`config.mk`:
```
export PLATFORM = sky130hd
export DESIGN_NAME = adcc_ctrl
export DESIGN_NICKNAME = d
export VERILOG_FILES = /design/src/logic/adcc_clk_div.v /design/src/logic/adcc_ctrl.v
export VERILOG_INCLUDE_DIRS = /design/src /design/src/logic
export SDC_FILE = /design/constraint.sdc
export NUM_CORES = 1
export LEC_CHECK = 0
export BUFFER_PORTS_ARGS = -buffer_cell sky130_fd_sc_hd__buf_2
export CAP_MARGIN = 15
export CORE_UTILIZATION = 55
export CTS_CLUSTER_SIZE = 8
export DETAILED_ROUTE_END_ITERATION = 10
export PLACE_DENSITY = 0.84
export SLEW_MARGIN = 20
export SYNTH_ARGS = -nofsm -noshare
export SYNTH_HDL_FRONTEND = slang
export SYNTH_HIERARCHICAL = 1
export SYNTH_SLANG_ARGS = --single-unit
```
`constraint.sdc`:
```
create_clock -name core_clk -period 3.7 [get_ports core_clk]
set_clock_uncertainty 0.2 [all_clocks]
set_input_delay 0.37 -clock core_clk [delete_from_list [all_inputs] [get_ports core_clk]]
set_output_delay 0.37 -clock core_clk [all_outputs]
set_load 0.02 [all_outputs]
```
`src/logic/adcc_regs.vh`:
```
// register map, field positions and timing constants of the converter control
//
// Function
// [RULE_01] software picks a divider keeping the conversion clock below 80 MHz
// [RULE_02] the conversion clock stays strictly slower than the bus clock
// [RULE_03] common part is clocked whenever any converter clock enable is set
// [RULE_04] analog power follows only the power enable bit, not the clocks
// [RULE_05] ready rises after the start-up wait; no trigger before ready
// [RULE_06] resolution selectable as twelve, ten, eight or six bits
// [RULE_07] sampling time one of eight values, 2.5 up to 640.5 cycles
// [RULE_08] each input channel has its own sampling time
// [RULE_09] conversion starts by itself when the sampling interval ends
// [RULE_10] conversion lasts sample time plus bit count plus half a cycle
// [RULE_11] calibration only at twelve bits; resolution change waits for it
// [RULE_12] calibrate command computes, stores and applies the value itself
// [RULE_13] software may write the calibration value directly
// [RULE_14] init phase then calibrate phase; each status clears when done
// [RULE_15] after a resolution change ready is raised again before triggers
// [RULE_16] storing a calibration value sets no complete flag, no interrupt
// [RULE_17] software should prefer longer sampling times where it can
// [RULE_18] phase status bits read set from acceptance until phase completes
`ifndef ADCC_REGS_VH
`define ADCC_REGS_VH

// register byte addresses
`define ADCC_A_CTRL   8'h00
`define ADCC_A_STAT   8'h04
`define ADCC_A_MASK   8'h08
`define ADCC_A_SMPT   8'h0c
`define ADCC_A_CALV   8'h10
`define ADCC_A_DATA   8'h14
`define ADCC_A_CLKEN  8'h18

// control register fields
`define ADCC_C_PWR    0
`define ADCC_C_RES    2:1
`define ADCC_C_INIT   3
`define ADCC_C_CAL    4
`define ADCC_C_TRIG   5
`define ADCC_C_CHAN   7:6
`define ADCC_C_DIV    10:8

// status register fields
`define ADCC_S_RDY    0
`define ADCC_S_BUSY   1
`define ADCC_S_INIT   2
`define ADCC_S_CAL    3
`define ADCC_S_FLG    6:4

// sticky flag positions
`define ADCC_F_DONE   0
`define ADCC_F_RDY    1
`define ADCC_F_CAL    2

// resolution codes
`define ADCC_RES_12   2'h0
`define ADCC_RES_10   2'h1
`define ADCC_RES_8    2'h2
`define ADCC_RES_6    2'h3

// reset values
`define ADCC_DIV_RST  3'h1
`define ADCC_SMPT_RST 12'h000
`define ADCC_CALV_RST 7'h00

// timing
`define ADCC_CLK_MHZ     40
`define ADCC_STARTUP_NS  1000
`define ADCC_CALINIT_NS  2000
`define ADCC_READY_CYC   ((`ADCC_STARTUP_NS*`ADCC_CLK_MHZ+999)/1000)
`define ADCC_INIT_CYC    ((`ADCC_CALINIT_NS*`ADCC_CLK_MHZ+999)/1000)

`endif

```
`src/logic/adcc_clk_div.v`:
```
// divider making the conversion clock and its half-period ticks
module adcc_clk_div (
   core_clk,
   rst_b,
   run,
   div,
   halfTick,
   convClk
);
   input  wire       core_clk;
   input  wire       rst_b;
   input  wire       run;
   input  wire [2:0] div;
   output reg        halfTick;
   output reg        convClk;

   reg  [2:0] cnt_ff;
   wire [2:0] limit;

   // a zero divider is lifted to one so the clock is at most bus/4
   assign limit = (div == 3'h0) ? 3'h1 : div; // RULE_02

   // half period is limit+1 bus cycles; stops while not running
   always @(posedge core_clk or negedge rst_b)
   begin
      if (!rst_b)
      begin
         cnt_ff   <= 3'h0;
         halfTick <= 1'b0;
         convClk  <= 1'b0;
      end
      else if (!run)
      begin
         cnt_ff   <= 3'h0;
         halfTick <= 1'b0;
         convClk  <= 1'b0;
      end
      else if (cnt_ff == limit)
      begin
         cnt_ff   <= 3'h0;
         halfTick <= 1'b1;
         convClk  <= ~convClk;
      end
      else
      begin
         cnt_ff   <= cnt_ff + 3'h1;
         halfTick <= 1'b0;
      end
   end
endmodule

```
`src/logic/adcc_ctrl.v`:
```
// sar converter control: ready timing, sampling, conversion, calibration
`include "adcc_regs.vh"
module adcc_ctrl (
   core_clk,
   rst_b,
   addr,
   wrData,
   wrEn,
   rdEn,
   rdData,
   cmpIn,
   dacCode,
   chanSel,
   sampleHold,
   convActive,
   calMode,
   analogPowerEn,
   commonClkEn,
   convClk,
   irq
);
   input  wire        core_clk;
   input  wire        rst_b;
   input  wire [7:0]  addr;
   input  wire [31:0] wrData;
   input  wire        wrEn;
   input  wire        rdEn;
   output reg  [31:0] rdData;
   input  wire        cmpIn;
   output wire [11:0] dacCode;
   output reg  [1:0]  chanSel;
   output wire        sampleHold;
   output wire        convActive;
   output reg         calMode;
   output reg         analogPowerEn;
   output reg         commonClkEn;
   output wire        convClk;
   output reg         irq;

   // one-hot states
   localparam [3:0] S_IDLE = 4'h1;
   localparam [3:0] S_SMPL = 4'h2;
   localparam [3:0] S_CONV = 4'h4;
   localparam [3:0] S_INIT = 4'h8;
   localparam [31:0] READY_W  = `ADCC_READY_CYC;
   localparam [31:0] INIT_W   = `ADCC_INIT_CYC;
   localparam [7:0] READY_CNT = READY_W[7:0];
   localparam [6:0] INIT_CNT  = INIT_W[6:0];

   // resolution code to bit count
   function [3:0] resBits;
      input [1:0] res;
      begin
         case (res)
            `ADCC_RES_12: resBits = 4'd12;
            `ADCC_RES_10: resBits = 4'd10;
            `ADCC_RES_8:  resBits = 4'd8;
            default:      resBits = 4'd6;
         endcase
      end
   endfunction

   // sampling code to whole half cycles after the first tick (2.5 -> 5)
   function [10:0] smplHalf;
      input [2:0] sel;
      begin
         case (sel)
            3'h0:    smplHalf = 11'd5;
            3'h1:    smplHalf = 11'd13;
            3'h2:    smplHalf = 11'd25;
            3'h3:    smplHalf = 11'd49;
            3'h4:    smplHalf = 11'd95;
            3'h5:    smplHalf = 11'd185;
            3'h6:    smplHalf = 11'd495;
            default: smplHalf = 11'd1281;
         endcase
      end
   endfunction

   reg  [3:0]  state_ff;
   reg  [10:0] cnt_ff;
   reg  [11:0] sar_ff;
   reg  [11:0] trial_ff;
   reg  [3:0]  bits_ff;
   reg  [1:0]  res_ff;
   reg  [2:0]  div_ff;
   reg  [2:0]  clkEn_ff;
   reg  [11:0] smpt_ff;
   reg  [6:0]  calibration_value_ff;
   reg  [2:0]  mask_ff;
   reg  [2:0]  flag_ff;
   reg         ready_ff;
   reg  [7:0]  wait_ff;
   reg  [6:0]  init_ff;
   reg         initDone_ff;
   reg  [11:0] result_ff;
   reg  [3:0]  nxt_state;

   wire        halfTick;
   wire        wrCtrl;
   wire        resChg;
   wire        calBusy;
   wire        idle;
   wire        goTrig;
   wire        goInit;
   wire        goCal;
   wire        smplEnd;
   wire        convEnd;
   wire        decide;
   wire [2:0]  chSmpl;
   wire [11:0] keep;
   wire [11:0] corr;
   wire [2:0]  setFlg;
   wire [2:0]  clrFlg;

   adcc_clk_div u_div (
      .core_clk (core_clk),
      .rst_b    (rst_b),
      .run      (analogPowerEn),
      .div      (div_ff),
      .halfTick (halfTick),
      .convClk  (convClk)
   );

   // command decode from control writes
   assign wrCtrl  = wrEn && (addr == `ADCC_A_CTRL);
   assign idle    = state_ff[0];
   assign calBusy = state_ff[3] || (calMode && !idle);
   assign resChg  = wrCtrl && !calBusy &&
                    (wrData[`ADCC_C_RES] != res_ff); // RULE_11
   assign goTrig  = wrCtrl && wrData[`ADCC_C_TRIG] && ready_ff && idle &&
                    analogPowerEn && !resChg; // RULE_05
   assign goInit  = wrCtrl && wrData[`ADCC_C_INIT] && ready_ff && idle &&
                    analogPowerEn && (res_ff == `ADCC_RES_12) &&
                    !goTrig; // RULE_11
   assign goCal   = wrCtrl && wrData[`ADCC_C_CAL] && ready_ff && idle &&
                    analogPowerEn && (res_ff == `ADCC_RES_12) &&
                    initDone_ff && !goTrig && !goInit; // RULE_14

   // per-channel sampling time field
   assign chSmpl  = smpt_ff[chanSel*3 +: 3]; // RULE_08
   assign smplEnd = state_ff[1] && halfTick && (cnt_ff == 11'd0);
   assign convEnd = state_ff[2] && halfTick && (cnt_ff == 11'd0);
   assign decide  = state_ff[2] && halfTick && cnt_ff[0];

   // comparator decision keeps or drops the trial bit
   assign keep = cmpIn ? sar_ff : (sar_ff & ~trial_ff);

   // offset removal saturating at zero
   assign corr = (sar_ff > {5'h00, calibration_value_ff}) ?
                 (sar_ff - {5'h00, calibration_value_ff}) : 12'h000;

   assign dacCode    = sar_ff;
   assign sampleHold = state_ff[1];
   assign convActive = state_ff[2];

   // next state
   always @*
   begin
      nxt_state = state_ff;
      case (state_ff)
         S_IDLE:
            if (goTrig || goCal)
               nxt_state = S_SMPL;
            else if (goInit)
               nxt_state = S_INIT;
         S_SMPL:
            if (smplEnd)
               nxt_state = S_CONV; // RULE_09
         S_CONV:
            if (convEnd)
               nxt_state = S_IDLE;
         S_INIT:
            if (init_ff == INIT_CNT - 7'd1)
               nxt_state = S_IDLE;
         default:
            nxt_state = S_IDLE;
      endcase
      if (!analogPowerEn)
         nxt_state = S_IDLE;
   end

   // sequencer: sampling count, sar steps, calibration phases
   always @(posedge core_clk or negedge rst_b)
   begin
      if (!rst_b)
      begin
         state_ff    <= S_IDLE;
         cnt_ff      <= 11'd0;
         sar_ff      <= 12'h000;
         trial_ff    <= 12'h000;
         bits_ff     <= 4'd12;
         init_ff     <= 7'd0;
         initDone_ff <= 1'b0;
         calMode     <= 1'b0;
         result_ff   <= 12'h000;
      end
      else
      begin
         state_ff <= nxt_state;
         if (!analogPowerEn)
         begin
            calMode     <= 1'b0;
            initDone_ff <= 1'b0;
            init_ff     <= 7'd0;
         end
         else if (goTrig || goCal)
         begin
            cnt_ff   <= smplHalf(chSmpl); // RULE_07
            bits_ff  <= resBits(res_ff); // RULE_06
            calMode  <= goCal; // RULE_12
            sar_ff   <= 12'h800;
            trial_ff <= 12'h800;
         end
         else if (goInit)
         begin
            init_ff     <= 7'd0;
            initDone_ff <= 1'b0;
         end
         else if (state_ff[3])
         begin
            init_ff <= init_ff + 7'd1;
            if (init_ff == INIT_CNT - 7'd1)
               initDone_ff <= 1'b1; // RULE_14
         end
         else if (smplEnd)
         begin
            // 2*bits+1 half cycles of conversion
            cnt_ff <= {6'h00, bits_ff, 1'b0}; // RULE_10
         end
         else if (state_ff[1] && halfTick)
            cnt_ff <= cnt_ff - 11'd1;
         else if (convEnd)
         begin
            if (!calMode)
               result_ff <= corr >> (4'd12 - bits_ff); // RULE_13
            calMode <= 1'b0;
         end
         else if (state_ff[2] && halfTick)
         begin
            cnt_ff <= cnt_ff - 11'd1;
            if (decide)
            begin
               trial_ff <= trial_ff >> 1;
               sar_ff   <= keep | (trial_ff >> 1);
               if (cnt_ff == 11'd1)
                  sar_ff <= keep & ~(12'hfff >> bits_ff);
            end
         end
      end
   end

   // ready: start-up wait after power on or resolution change
   always @(posedge core_clk or negedge rst_b)
   begin
      if (!rst_b)
      begin
         ready_ff <= 1'b0;
         wait_ff  <= 8'd0;
      end
      else if (!analogPowerEn || resChg)
      begin
         ready_ff <= 1'b0; // RULE_15
         wait_ff  <= 8'd0;
      end
      else if (!ready_ff)
      begin
         wait_ff <= wait_ff + 8'd1;
         if (wait_ff == READY_CNT - 8'd1)
            ready_ff <= 1'b1; // RULE_05
      end
   end

   // configuration registers
   always @(posedge core_clk or negedge rst_b)
   begin
      if (!rst_b)
      begin
         analogPowerEn <= 1'b0;
         res_ff        <= `ADCC_RES_12;
         chanSel       <= 2'h0;
         div_ff        <= `ADCC_DIV_RST;
         clkEn_ff      <= 3'h0;
         commonClkEn   <= 1'b0;
         smpt_ff       <= `ADCC_SMPT_RST;
         calibration_value_ff     <= `ADCC_CALV_RST;
         mask_ff       <= 3'h0;
      end
      else
      begin
         // common part runs when any converter clock is on
         commonClkEn <= |clkEn_ff; // RULE_03
         if (wrCtrl)
         begin
            analogPowerEn <= wrData[`ADCC_C_PWR]; // RULE_04
            if (resChg)
               res_ff <= wrData[`ADCC_C_RES];
            if (idle)
            begin
               chanSel <= wrData[`ADCC_C_CHAN];
               div_ff  <= wrData[`ADCC_C_DIV]; // RULE_01
            end
         end
         if (wrEn && addr == `ADCC_A_CLKEN)
            clkEn_ff <= wrData[2:0];
         if (wrEn && addr == `ADCC_A_SMPT)
            smpt_ff <= wrData[11:0];
         if (wrEn && addr == `ADCC_A_MASK)
            mask_ff <= wrData[2:0];
         // computed value wins over a same-cycle software write
         if (convEnd && calMode)
            calibration_value_ff <= (sar_ff > 12'h07f) ? 7'h7f : sar_ff[6:0]; // RULE_12
         else if (wrEn && addr == `ADCC_A_CALV && idle)
            calibration_value_ff <= wrData[6:0]; // RULE_13
      end
   end

   // sticky events; a calibration result raises only the cal flag
   assign setFlg[`ADCC_F_DONE] = convEnd && !calMode; // RULE_16
   assign setFlg[`ADCC_F_RDY]  = !ready_ff && analogPowerEn && !resChg &&
                                 (wait_ff == READY_CNT - 8'd1);
   assign setFlg[`ADCC_F_CAL]  = convEnd && calMode;
   assign clrFlg = (wrEn && addr == `ADCC_A_STAT) ?
                   wrData[`ADCC_S_FLG] : 3'h0;

   // flags with set over clear, and the masked interrupt
   always @(posedge core_clk or negedge rst_b)
   begin
      if (!rst_b)
      begin
         flag_ff <= 3'h0;
         irq     <= 1'b0;
      end
      else
      begin
         flag_ff <= (flag_ff & ~clrFlg) | setFlg;
         irq     <= |(((flag_ff & ~clrFlg) | setFlg) & mask_ff);
      end
   end

   // read port, data in the cycle after the strobe
   always @(posedge core_clk or negedge rst_b)
   begin
      if (!rst_b)
         rdData <= 32'h0000_0000;
      else if (rdEn)
      begin
         rdData <= 32'h0000_0000;
         case (addr)
            `ADCC_A_CTRL:
               rdData <= {21'h000000, div_ff, chanSel, 1'b0,
                          calMode && !idle, state_ff[3], // RULE_18
                          res_ff, analogPowerEn};
            `ADCC_A_STAT:
               rdData <= {25'h0000000, flag_ff, calMode && !idle,
                          state_ff[3], !idle, ready_ff};
            `ADCC_A_MASK:  rdData <= {29'h00000000, mask_ff};
            `ADCC_A_SMPT:  rdData <= {20'h00000, smpt_ff};
            `ADCC_A_CALV:  rdData <= {25'h0000000, calibration_value_ff};
            `ADCC_A_DATA:  rdData <= {20'h00000, result_ff};
            `ADCC_A_CLKEN: rdData <= {29'h00000000, clkEn_ff};
            default:       rdData <= 32'h0000_0000;
         endcase
      end
      else
         rdData <= 32'h0000_0000;
   end
endmodule

```
==> results.tsv <==
metric	value	unit
grt_max_degree	47	
drt_iter0_markers	699	
grt_pass1_wl	32000	microns
synthesis.yosys.warnings	6	
synth_top_family_by_area	simple AND/OR/NAND/NOR gates	
worstSetupStartpointType	flip-flop	
vias	6534	
slew_headroom	0.469	
synthSimpleGateAreaFrac	0.198	
cts_setup_buffers	0	
drv_slew	0	
period_share	0.884	
syn_avg_cell_area	9.29	sq um
finalHoldViolations	0	
yosysMostFrequentCell	dfrtp_1	
coreArea	13200	sq um
finalSetupViolCount	0	
synth_mux_area_frac	0.0799	
wl	19700	microns
total_leakage_power	0.00387	uW
chipWidth	118	microns
worstMarginPinSlew	0.791	ns
synth_top_area_cell	dfrtp_1	
met2_length	9170	microns
synth-compound-area-share	0.167	
synth-seq-area-share	0.429	
fin_crit	3.27	ns
wl_met3	1910	microns
power_frac_seq	0.420	
crit_end	result_ff[0]	
grt_pass1_vias	6140	
rsz0062_at_grt	false	
fmax	306	MHz
path_class	reg2reg	
reg2reg_to	result_ff[0]	
dr.pass1.iters	6	
syn_inst	799	
place_area	7790	sq um
place.gp.congestion	0.915	
wl_met1	8130	microns
p_int	2620	uW
cap_viol_max_count	0	
whs_path_depth	2	
post_cts_resized	0	
yosys-top-cells-count	123 x dfrtp_1, 98 x nand2_1, 67 x a21oi_1	
ys.flop_type	dfrtp_1	
io_pins	98	
path_clk_slew	0.06	ns
synth-async-reset-ratio	1.00	
synth_xor_xnor_area_share	0.0342	
grt_remaining_overflow	0	
pwr-share-clk	0.526	
final_area	8470	sq um
cts_made_buffers	17	
synthTopCellsByArea	dfrtp_1 41%, nand2_1 5.0%, a21oi_1 4.5%	
end_kind	flip-flop	
r2r_setup_slack	0.43	ns
ys_ff_latch	127	
cts_root_buf	clkbuf_16	
row_count	42	
ir_worst_vdd	0.414	mV
switching_share	0.233	
groute.usage.overall	0.293	
clkLatencyLatePin	0.42	ns
pwr_density_cell	404	nW/um^2
die_y	118	microns
area_delta_synth_final	14.2	%
htreeDepth	4	
fin_tns_setup	0	ns
r2r_cells	11	
comb_power_share	0.054	
ant_nets	0	
status	finished clean	
clockBufferDepth	2	
drcViolationCount	0	
viasPerCell	6.24	
drive_gt1_frac	0.179	
start_util	0.563	
synth-edff-count	0	
yosys.area_share.adder	0.0331	
hpwlAfterDp	13400	microns
cts_tree	done	
synth_top_cell_area_share	0.415	
fillers	993	
hold_path_class	in2reg	
cp-startpoint	dacCode[0]	
worstPathRequired	3.83	ns
netlist_area	7420	sq um
io_buffers	57	
antenna_found_initial	1	
switching_power	796	uW
r2r_start	dacCode[0]	
die-area	14000	sq um
highest_layer	met4	
path_max_fanout	4	
post-layout-total-power	3420	uW
clkSinkCount	127	
nNetsFinal	921	
cp.arrival	3.40	ns
synth_cell_types	83	
wl_per_cell	18.8	microns
==> cell usage in the layout (no fill, tap or decap), types with 7 or more instances in the layout <==
cell type / n
or3_1: 11
mux2i_1: 21
dfrtp_1: 123
nand3_1: 19
xnor2_1: 13
xor2_1: 16
a22oi_1: 9
nand2_1: 98
buf_2: 56
o21ai_1: 11
clkbuf_16: 17
conb_1: 20
nor2_1: 66
nor3_1: 32
a21oi_1: 67
a31oi_1: 8
ha_1: 18
buf_4: 16
o21ai_0: 35
mux2_2: 27
inv_1: 29
nand2b_1: 7
o31ai_1: 9
==> flip-flops by register name, summed over array words and instances (netlist names), 7 cells and up <==
signal and cells:
dacCode 12, rdData 12, result_ff 12, smpt_ff 12, trial_ff 12, cnt_ff 11, wait_ff 8, calibration_value_ff 7
init_ff 7
==> worst min path at each step <==
stage,start,to,slack [ns]
2_1_floorplan,rst_b,analogPowerEn,-0.13
3_3_place_gp,rst_b,wait_ff[5],0.21
3_5_place_dp,rst_b,wait_ff[6],0.21
4_1_cts,wrData[8],div_ff[0],0.005
5_1_grt,wrData[8],div_ff[0],0.007
6_report,wrData[8],div_ff[0],0.02
==> cell type report <==
class                           count  area, sq um  area share
Antenna cell                        1         2.50    0.000295
Clock buffer                       20          447      0.0527
Clock inverter                     12          185      0.0219
Inverter                           29          109      0.0128
Multi-Input combinational cell    605         3870       0.457
Sequential cell                   127         3180       0.376
Tap cell                          176          220      0.0260
Timing Repair Buffer               77          450      0.0532
==> metrics by stage <==
stage / setup WS, ns / hold slack, ns / utilization / instances
2_1_floorplan: 0.767 / -0.126 / - / 818
3_3_place_gp: 0.588 / 0.214 / 0.590 / 1009
3_5_place_dp: 0.541 / 0.211 / 0.590 / 1009
4_1_cts: 0.465 / 0.00477 / 0.642 / 1046
5_1_grt: 0.0543 / 0.00714 / 0.642 / 1046
6_report: 0.428 / 0.0201 / 0.642 / 1047
==> routing by layer <==
metal	GRT usage	up-vias
li1	-	2956
met1	0.394	3154
met2	0.458	371
met3	0.0801	53
met4	0.103	0
met5	0	-
==> critical path: stages (launching register included) <==
cell	delay (ns)
dfrtp_1	0.41
inv_1	0.07
ha_1	0.17
inv_1	0.06
fa_1	0.40
a211oi_1	0.46
o41ai_1	0.14
a211oi_1	0.46
xor2_1	0.29
nor4b_1	0.28
a211oi_1	0.08
o21ai_0	0.16
==> power groups by stage <==
stage               registers [uW]  clock network, uW  logic [uW]
finish                        1430               1800         185
global route                  1440               1870         201
CTS                           1430               1800         183
detailed placement            1460                  0         177
global placement              1460                  0         174
floorplan                     1450                  0         114
==> logic make-up after synthesis <==
family	count (synthesis)
adders and majority gates	19
AOI/OAI and AO/OA	194
buffers and inverters	86
muxes	52
DFF	127
and+or+nand+nor	291
xor gates and xnor gates	29
other	1
==> timing repair <==
action,CTS,global route
hold endpoints to repair,47,0
endpoints found under the setup margin,0,0
hold buffers,5,0
No activity file was read; power rests on OpenSTA's default activity.
